## config.mk

```make
export PLATFORM = sky130hd
export DESIGN_NAME = memi_top
export DESIGN_NICKNAME = d
export VERILOG_FILES = /design/src/design/memi_pkg.sv /design/src/design/memi_top.sv
export SDC_FILE = /design/constraint.sdc
export NUM_CORES = 1
export LEC_CHECK = 0
export BUFFER_PORTS_ARGS = -buffer_cell sky130_fd_sc_hd__buf_2
export CAP_MARGIN = 20
export CORE_UTILIZATION = 50
export CTS_CLUSTER_DIAMETER = 80
export DETAILED_ROUTE_END_ITERATION = 6
export PLACE_DENSITY = 0.86
export SYNTH_ARGS = -nofsm -noshare
export SYNTH_HDL_FRONTEND = slang
export SYNTH_SLANG_ARGS = --single-unit
```

## constraint.sdc

```tcl
create_clock -name i_clk_sys -period 2.4 [get_ports i_clk_sys]
set_input_delay 0.48 -clock i_clk_sys [delete_from_list [all_inputs] [get_ports i_clk_sys]]
set_output_delay 0.48 -clock i_clk_sys [all_outputs]
set_load 0.1 [all_outputs]
```

## src/design/memi_pkg.sv

```systemverilog
// Constants and carrier types for the metering event interrupt mask block
package memi_pkg;
  ////////////////////////////////////////////////////////////////////////
  // Register indices; byte address is four times the index
  localparam logic [15:0] IDX_ENABLE = 16'hE50B;
  localparam logic [15:0] IDX_PHASE = 16'hE600;
  localparam logic [15:0] IDX_FLAGS = 16'hE510;
  localparam logic [15:0] IDX_LIMIT = 16'hE511;
  ////////////////////////////////////////////////////////////////////////
  // Bit positions shared by enable and flag registers
  localparam int unsigned BIT_NOLOAD_TOT = 0;
  localparam int unsigned BIT_NOLOAD_FUND = 1;
  localparam int unsigned BIT_NOLOAD_APP = 2;
  localparam int unsigned LSB_MISS_VOLT = 3;
  localparam int unsigned LSB_MISS_CURR = 6;
  localparam int unsigned LSB_CROSS_VOLT = 9;
  localparam int unsigned LSB_CROSS_CURR = 12;
  localparam int unsigned BIT_INIT_DONE = 15;
  localparam int unsigned BIT_DIP = 16;
  localparam int unsigned BIT_EXC_CURR = 17;
  localparam int unsigned BIT_EXC_VOLT = 18;
  localparam int unsigned BIT_ORDER = 19;
  localparam int unsigned BIT_NEUTRAL = 20;
  localparam int unsigned BIT_PEAK_CURR = 23;
  localparam int unsigned BIT_PEAK_VOLT = 24;
  // Phase source field positions
  localparam int unsigned PH_EXC_CURR_LSB = 3;
  localparam int unsigned PH_EXC_VOLT_LSB = 9;
  localparam int unsigned PH_DIP_LSB = 12;
  ////////////////////////////////////////////////////////////////////////
  // Masks and reset values
  localparam logic [31:0] ENABLE_MASK = 32'h019F_FFFF;
  localparam logic [31:0] ALWAYS_ON = 32'h0000_8000;
  localparam logic [15:0] PHASE_MASK = 16'h7E38;
  localparam logic [31:0] ENABLE_RESET = 32'h0000_0000;
  localparam logic [31:0] FLAGS_RESET = 32'h0000_0000;
  localparam logic [15:0] PHASE_RESET = 16'h0000;
  localparam logic [23:0] LIMIT_RESET = 24'h00_0000;
  ////////////////////////////////////////////////////////////////////////
  // Carrier types
  typedef struct packed {
    logic psel;
    logic penable;
    logic pwrite;
    logic [31:0] paddr;
    logic [31:0] pwdata;
  } memi_apb_req_t;
  typedef struct packed {
    logic pready;
    logic pslverr;
    logic [31:0] prdata;
  } memi_apb_rsp_t;
  typedef struct packed {
    logic noload_total;
    logic noload_fund;
    logic noload_app;
    logic [2:0] miss_volt;
    logic [2:0] miss_curr;
    logic [2:0] cross_volt;
    logic [2:0] cross_curr;
    logic init_complete;
    logic [2:0] dip;
    logic [2:0] exc_curr;
    logic [2:0] exc_volt;
    logic [2:0] volt_rise;
    logic peak_curr_end;
    logic peak_volt_end;
  } memi_events_t;
  typedef struct packed {
    logic valid;
    logic signed [27:0] sum_curr;
    logic signed [27:0] neutral;
  } memi_neutral_t;
  typedef enum logic [1:0] {SEQ_IDLE, SEQ_AFTER_A} memi_seq_state_t;
endpackage

```

## src/design/memi_top.sv

```systemverilog
// Event flag, enable mask and interrupt logic for the second event group
// Overview of operation
// - Enable bit 0 passes the total-power no-load event to the interrupt.
// - Enable bit 1 passes fundamental no-load; ignored without fundamental option.
// - Enable bit 2 passes the apparent-power no-load event.
// - Enable bits 3..5 pass missing voltage crossing of phases A, B, C.
// - Enable bits 6..8 pass missing current crossing of phases A, B, C.
// - Enable bits 9..11 pass detected voltage crossings of phases A, B, C.
// - Enable bits 12..14 pass detected current crossings of phases A, B, C.
// - Enable bit 15 stores freely but init-complete interrupt always passes.
// - Enable bit 16 passes voltage dip on phases recorded in bits 14..12.
// - Enable bit 17 passes overcurrent on phases recorded in bits 5..3.
// - Enable bit 18 passes overvoltage on phases recorded in bits 11..9.
// - Enable bit 19 passes phase order fault: rising A then C before B.
// - Enable bit 20 passes neutral mismatch above limit; ignored without neutral.
// - Enable bits 22..21 and 31..25 read zero and steer nothing.
// - Enable bit 23 passes end of current peak-detection period.
// - Enable bit 24 passes end of voltage peak-detection period.
// - Phase source bits 2..0 always read zero.
// - Phase source bits 3..5 mark which phase current caused overcurrent.
// - Phase source bits 9..11 mark which phase voltage caused overvoltage.
`timescale 1ns/1ps
module memi_top #(
  parameter bit HAS_FUNDAMENTAL = 1'b1,
  parameter bit HAS_NEUTRAL = 1'b1
) (
  // Clock and reset
  input wire logic i_clk_sys,
  input wire logic i_resetn,
  // APB slave
  input wire memi_pkg::memi_apb_req_t i_apb,
  output memi_pkg::memi_apb_rsp_t o_apb,
  // Measurement events, one-cycle pulses
  input wire memi_pkg::memi_events_t i_events,
  input wire memi_pkg::memi_neutral_t i_neutral,
  // Interrupt to host
  output logic o_irq_n
);

  ////////////////////////////////////////////////////////////////////////
  // Address decode
  logic [31:0] addr_enable;
  logic [31:0] addr_phase;
  logic [31:0] addr_flags;
  logic [31:0] addr_limit;
  logic hit_enable;
  logic hit_phase;
  logic hit_flags;
  logic hit_limit;
  logic hit_any;
  logic setup_phase;
  logic access_done;
  logic wr_enable;
  logic wr_flags;
  logic wr_limit;

  assign addr_enable = {14'h0000, memi_pkg::IDX_ENABLE, 2'h0};
  assign addr_phase = {14'h0000, memi_pkg::IDX_PHASE, 2'h0};
  assign addr_flags = {14'h0000, memi_pkg::IDX_FLAGS, 2'h0};
  assign addr_limit = {14'h0000, memi_pkg::IDX_LIMIT, 2'h0};
  assign hit_enable = (i_apb.paddr == addr_enable);
  assign hit_phase = (i_apb.paddr == addr_phase);
  assign hit_flags = (i_apb.paddr == addr_flags);
  assign hit_limit = (i_apb.paddr == addr_limit);
  assign hit_any = hit_enable | hit_phase | hit_flags | hit_limit;
  assign setup_phase = i_apb.psel & ~i_apb.penable;
  assign access_done = i_apb.psel & i_apb.penable & o_apb.pready;
  assign wr_enable = access_done & i_apb.pwrite & hit_enable;
  assign wr_flags = access_done & i_apb.pwrite & hit_flags;
  assign wr_limit = access_done & i_apb.pwrite & hit_limit;

  ////////////////////////////////////////////////////////////////////////
  // Software registers: enable mask and mismatch limit
  logic [31:0] enable_ff;
  logic [31:0] nxt_enable;
  logic [23:0] limit_ff;
  logic [23:0] nxt_limit;

  always_comb begin
    nxt_enable = enable_ff;
    nxt_limit = limit_ff;
    if (wr_enable) begin
      // Bit 15 is stored like any other
      nxt_enable = i_apb.pwdata & memi_pkg::ENABLE_MASK;
    end
    if (wr_limit) begin
      nxt_limit = i_apb.pwdata[23:0];
    end
  end

  always_ff @(posedge i_clk_sys or negedge i_resetn) begin
    if (!i_resetn) begin
      enable_ff <= memi_pkg::ENABLE_RESET;
      limit_ff <= memi_pkg::LIMIT_RESET;
    end else begin
      enable_ff <= nxt_enable;
      limit_ff <= nxt_limit;
    end
  end

  ////////////////////////////////////////////////////////////////////////
  // Phase order watcher on rising voltage crossings
  memi_pkg::memi_seq_state_t seq_state_ff;
  memi_pkg::memi_seq_state_t nxt_seq_state;
  logic order_fault_ff;
  logic nxt_order_fault;

  always_comb begin
    nxt_seq_state = seq_state_ff;
    nxt_order_fault = 1'b0;
    unique case (seq_state_ff)
      memi_pkg::SEQ_IDLE: begin
        if (i_events.volt_rise[0]) begin
          nxt_seq_state = memi_pkg::SEQ_AFTER_A;
        end
      end
      memi_pkg::SEQ_AFTER_A: begin
        // B wins if B and C rise together
        if (i_events.volt_rise[1]) begin
          nxt_seq_state = memi_pkg::SEQ_IDLE;
        end else if (i_events.volt_rise[2]) begin
          nxt_order_fault = 1'b1;
          nxt_seq_state = memi_pkg::SEQ_IDLE;
        end
      end
    endcase
  end

  always_ff @(posedge i_clk_sys or negedge i_resetn) begin
    if (!i_resetn) begin
      seq_state_ff <= memi_pkg::SEQ_IDLE;
      order_fault_ff <= 1'b0;
    end else begin
      seq_state_ff <= nxt_seq_state;
      order_fault_ff <= nxt_order_fault;
    end
  end

  ////////////////////////////////////////////////////////////////////////
  // Neutral current mismatch check
  logic [27:0] mag_sum;
  logic [27:0] mag_neutral;
  logic [27:0] mag_diff;
  logic mismatch_ff;
  logic nxt_mismatch;

  always_comb begin
    mag_sum = i_neutral.sum_curr[27] ? 28'(-i_neutral.sum_curr) : 28'(i_neutral.sum_curr);
    mag_neutral = i_neutral.neutral[27] ? 28'(-i_neutral.neutral) : 28'(i_neutral.neutral);
    if (mag_sum >= mag_neutral) begin
      mag_diff = 28'(mag_sum - mag_neutral);
    end else begin
      mag_diff = 28'(mag_neutral - mag_sum);
    end
    nxt_mismatch = HAS_NEUTRAL & i_neutral.valid & (mag_diff > {4'h0, limit_ff});
  end

  always_ff @(posedge i_clk_sys or negedge i_resetn) begin
    if (!i_resetn) begin
      mismatch_ff <= 1'b0;
    end else begin
      mismatch_ff <= nxt_mismatch;
    end
  end

  ////////////////////////////////////////////////////////////////////////
  // Sticky event flags and phase sources, write one to clear, set wins
  logic [31:0] flags_ff;
  logic [31:0] nxt_flags;
  logic [31:0] flag_set;
  logic [31:0] flag_clr;
  logic [15:0] phase_ff;
  logic [15:0] nxt_phase;
  logic [15:0] phase_set;
  logic [15:0] phase_clr;

  always_comb begin
    flag_set = 32'h0000_0000;
    flag_set[memi_pkg::BIT_NOLOAD_TOT] = i_events.noload_total;
    flag_set[memi_pkg::BIT_NOLOAD_FUND] = HAS_FUNDAMENTAL & i_events.noload_fund;
    flag_set[memi_pkg::BIT_NOLOAD_APP] = i_events.noload_app;
    flag_set[memi_pkg::BIT_INIT_DONE] = i_events.init_complete;
    flag_set[memi_pkg::BIT_DIP] = |i_events.dip;
    flag_set[memi_pkg::BIT_EXC_CURR] = |i_events.exc_curr;
    flag_set[memi_pkg::BIT_EXC_VOLT] = |i_events.exc_volt;
    flag_set[memi_pkg::BIT_ORDER] = order_fault_ff;
    flag_set[memi_pkg::BIT_NEUTRAL] = mismatch_ff;
    flag_set[memi_pkg::BIT_PEAK_CURR] = i_events.peak_curr_end;
    flag_set[memi_pkg::BIT_PEAK_VOLT] = i_events.peak_volt_end;
    for (int p = 0; p < 3; p++) begin
      flag_set[memi_pkg::LSB_MISS_VOLT + p] = i_events.miss_volt[p];
      flag_set[memi_pkg::LSB_MISS_CURR + p] = i_events.miss_curr[p];
      flag_set[memi_pkg::LSB_CROSS_VOLT + p] = i_events.cross_volt[p];
      flag_set[memi_pkg::LSB_CROSS_CURR + p] = i_events.cross_curr[p];
    end
    flag_clr = wr_flags ? i_apb.pwdata : 32'h0000_0000;
    nxt_flags = ((flags_ff & ~flag_clr) | flag_set) & memi_pkg::ENABLE_MASK;
  end

  always_comb begin
    phase_set = 16'h0000;
    phase_clr = 16'h0000;
    for (int p = 0; p < 3; p++) begin
      phase_set[memi_pkg::PH_EXC_CURR_LSB + p] = i_events.exc_curr[p];
      phase_set[memi_pkg::PH_EXC_VOLT_LSB + p] = i_events.exc_volt[p];
      phase_set[memi_pkg::PH_DIP_LSB + p] = i_events.dip[p];
      // Clearing a flag also clears its phase record
      phase_clr[memi_pkg::PH_EXC_CURR_LSB + p] = flag_clr[memi_pkg::BIT_EXC_CURR];
      phase_clr[memi_pkg::PH_EXC_VOLT_LSB + p] = flag_clr[memi_pkg::BIT_EXC_VOLT];
      phase_clr[memi_pkg::PH_DIP_LSB + p] = flag_clr[memi_pkg::BIT_DIP];
    end
    nxt_phase = ((phase_ff & ~phase_clr) | phase_set) & memi_pkg::PHASE_MASK;
  end

  always_ff @(posedge i_clk_sys or negedge i_resetn) begin
    if (!i_resetn) begin
      flags_ff <= memi_pkg::FLAGS_RESET;
      phase_ff <= memi_pkg::PHASE_RESET;
    end else begin
      flags_ff <= nxt_flags;
      phase_ff <= nxt_phase;
    end
  end

  ////////////////////////////////////////////////////////////////////////
  // Interrupt output, active low level
  logic [31:0] eff_enable;
  logic irq_n_ff;
  logic nxt_irq_n;

  always_comb begin
    eff_enable = enable_ff;
    eff_enable[memi_pkg::BIT_INIT_DONE] = 1'b0;
    eff_enable = eff_enable | memi_pkg::ALWAYS_ON;
    if (!HAS_FUNDAMENTAL) begin
      eff_enable[memi_pkg::BIT_NOLOAD_FUND] = 1'b0;
    end
    if (!HAS_NEUTRAL) begin
      eff_enable[memi_pkg::BIT_NEUTRAL] = 1'b0;
    end
    eff_enable = eff_enable & memi_pkg::ENABLE_MASK;
    nxt_irq_n = ~|(nxt_flags & eff_enable);
  end

  always_ff @(posedge i_clk_sys or negedge i_resetn) begin
    if (!i_resetn) begin
      irq_n_ff <= 1'b1;
    end else begin
      irq_n_ff <= nxt_irq_n;
    end
  end

  assign o_irq_n = irq_n_ff;

  ////////////////////////////////////////////////////////////////////////
  // APB answer, prepared in the setup cycle
  memi_pkg::memi_apb_rsp_t rsp_ff;
  memi_pkg::memi_apb_rsp_t nxt_rsp;

  always_comb begin
    nxt_rsp = '0;
    if (setup_phase) begin
      nxt_rsp.pready = 1'b1;
      nxt_rsp.pslverr = ~hit_any;
      if (!i_apb.pwrite) begin
        unique case (1'b1)
          hit_enable: nxt_rsp.prdata = enable_ff;
          hit_phase: nxt_rsp.prdata = {16'h0000, phase_ff};
          hit_flags: nxt_rsp.prdata = flags_ff;
          hit_limit: nxt_rsp.prdata = {8'h00, limit_ff};
          default: nxt_rsp.prdata = 32'h0000_0000;
        endcase
      end
    end
  end

  always_ff @(posedge i_clk_sys or negedge i_resetn) begin
    if (!i_resetn) begin
      rsp_ff <= '0;
    end else begin
      rsp_ff <= nxt_rsp;
    end
  end

  assign o_apb = rsp_ff;

endmodule // memi_top

```

==> results.toml <==
[finish]
final_cells = 1774
antenna_cells = 0
final_nets = 1774
area_delta_synth_final_pct = 46.9
drive_above_1_share_pct = 44.3

[yosys]
synth_top_area_share_pct = 28.4
syn_area_per_cell_um2 = 8.85
synth.area.top_cells = "dfrtp_1, ha_1, mux2_2"
syn_area_mm2 = 0.00961
synth_warnings = 0
synth_cell_type_count = 80
synthFlopType = "dfrtp_1"
async_flop_share_pct = 100
synth_common_cells = "dfrtp_1, inv_1, ha_1"
ys_seq_area_share_pct = 28.7
synth_top_area_cell = "dfrtp_1"
syn-instance-count = 1085
synth.most_common_cell = "dfrtp_1"
synth_edf_count = 0
ys_ff_latch = 110

[floorplan]
die-area_mm2 = 0.0198
core_mm2 = 0.0188
die_x_um = 141
num_rows = 50
die_h_um = 141
start_util_pct = 51.2
io_pins = 191

[global_route]
grt_max_degree = 62
grt_pass1_wl_um = 50600
grt_overflow_total = 0
grt_pass1_vias = 10300
track_usage_pct = 32.3
antenna_found_initial = 0

[place]
dpl.hpwl_um = 24600
place_congestion = 0.899
pre_cts_slack_ns = -4.86
io_buffers = 176
dp_cells = 1728

[sta]
finalSetupTns_ns = -4.26
setup_ws_ns = -4.08
clock_skew_ns = 0.0135
hold_ws_ns = 0.0896
rsz0062_at_grt = "true"
min_period_ns = 6.48
setup_violations = 2
slew_headroom_pct = 52.8
post-route-period-util_pct = 270
fmax_mhz = 154
worstMarginPinSlew_ns = 0.701
drv_slew = 0
hold_viol = 0

[clock_tree]
clk_pin_slew_ns = 0.08
cts_made_buffers = 9
cts_tree = "done"
cts_sinks = 110
clockBufferDepth = 2
htreeDepth = 3
postCtsHoldBufs = 0
insertion_delay_ns = 0.35
cts_root_buf = "clkbuf_16"

[drt]
ant_nets = 0
drt-total-wl_um = 34700
vias_per_cell = 5.89
first_iter_violations = 811
drc_errors = 4
routedWlPerCell_um = 19.6
vias = 10400
dr.pass1.iters = 7

[setup_path]
cp_max_fo = 7
crit_type = "primary input to register"
worst-endpoint-required_ns = 2.62
crit_arrival_ns = 6.70
cpMaxStageDelayCell = "or4_4"
slowest_delay_ns = 0.56
cp-start-kind = "primary input"
critPathCaptureType = "register"

[status]
status = "finished with violations"
violations = "design-rule violations, negative setup slack"

[pwr]
p_per_area_mw_per_mm2 = 564
peakVddDrop_mv = 0.320
p_leak_uw = 0.00680
finalPower_uw = 7950

[job]
cap_violations = 0

[worst_hold_path]
hold_path.class = "primary input to async pin"
## logic make-up after synthesis
group           Yosys count  synth area share (%)
xor+xnor                 85                  7.75
flops                   110                  28.7
mux                      83                  9.60
simple gates            287                  15.7
other cells               1                0.0390
fa+ha+maj                83                  11.0
buf+inv                 144                  6.15
compound gates          292                  21.2
## cell usage in the layout, fill, tap and decap left out, types with 37 or more instances in the layout
cell / netlist / final
buf_2: 10 / 172
mux2_2: 72 / 49
nand2_1: 76 / 71
ha_1: 81 / 75
a21oi_1: 63 / 54
buf_4: 10 / 296
a21o_1: 64 / 64
inv_1: 84 / 84
nor2_1: 77 / 72
xor2_1: 41 / 39
xnor2_1: 44 / 39
dfrtp_1: 109 / 108
o21ai_0: 45 / 37
## timing repair
action	4_1_cts	5_1_grt
setup buffers	9	16
gates resized for setup	38	79
cloned	1	4
endpoints found under the setup margin	7	48
pin swaps	14	43
## metrics by stage
step	util, %	instance area [um2]
floorplan	-	9840
global placement	68.7	12900
detailed placement	68.7	12900
CTS	72.0	13500
global route	75.2	14100
finish	75.2	14100
## worst max-delay path, delay by kind of cell
kind,cells,cell delay (ns)
adders and majority gates,2,0.64
AOI/OAI and AO/OA,9,1.75
muxes,1,0.11
buffers and inverters,3,0.30
xor gates and xnor gates,2,0.34
and+or+nand+nor,10,3.04
## final timing paths
kind | start | to | slack, ns | cells after the start
max | i_neutral[2] | mismatch_ff$_DFF_PN0_ | -4.08 | 27
min | i_resetn | enable_ff[15]$_DFFE_PN0P_ | 0.09 | 1
max reg2reg | limit_ff[13]$_DFFE_PN0P_ | mismatch_ff$_DFF_PN0_ | -0.29 | 10
min reg2reg | mismatch_ff$_DFF_PN0_ | flags_ff[20]$_DFF_PN0_ | 0.49 | 1
max in group asynchronous | i_resetn | o_apb[33]$_DFF_PN0_ | 1.59 | 2
min in group i_clk_sys | i_events[3] | order_fault_ff$_DFF_PN0_ | 0.30 | 2
## report_power, final
group	internal, uW	total [uW]	switching (uW)
sequential	1860	1860	2.90
combinational	2170	4490	2320
clock	920	1600	678
total	4950	7950	3000
## metal layers
metal	vias up	GRT usage [%]	part of all wire, %
met5	-	0	0
met4	0	13.7	4.5
met3	130	3.60	5.9
met2	524	57.5	50
met1	5002	39.6	40
li1	4788	-	-
## sequential cells by signal, summed over array words and instances (netlist names)
register	cells
enable_ff	23
flags_ff	23
limit_ff	24
mismatch_ff	1
o_apb	27
o_irq_n	1
order_fault_ff	1
phase_ff	9
seq_state_ff	1
## cell type report
class | instances | area [um2]
flip-flops and latches | 110 | 2760
clock inverters | 5 | 85.1
well taps | 234 | 293
fillers | 1225 | 4660
multi-input cells | 838 | 6940
clock buffers | 11 | 233
inverters | 85 | 319
repair buffers | 491 | 3480
No activity file was read; power rests on OpenSTA's default activity.
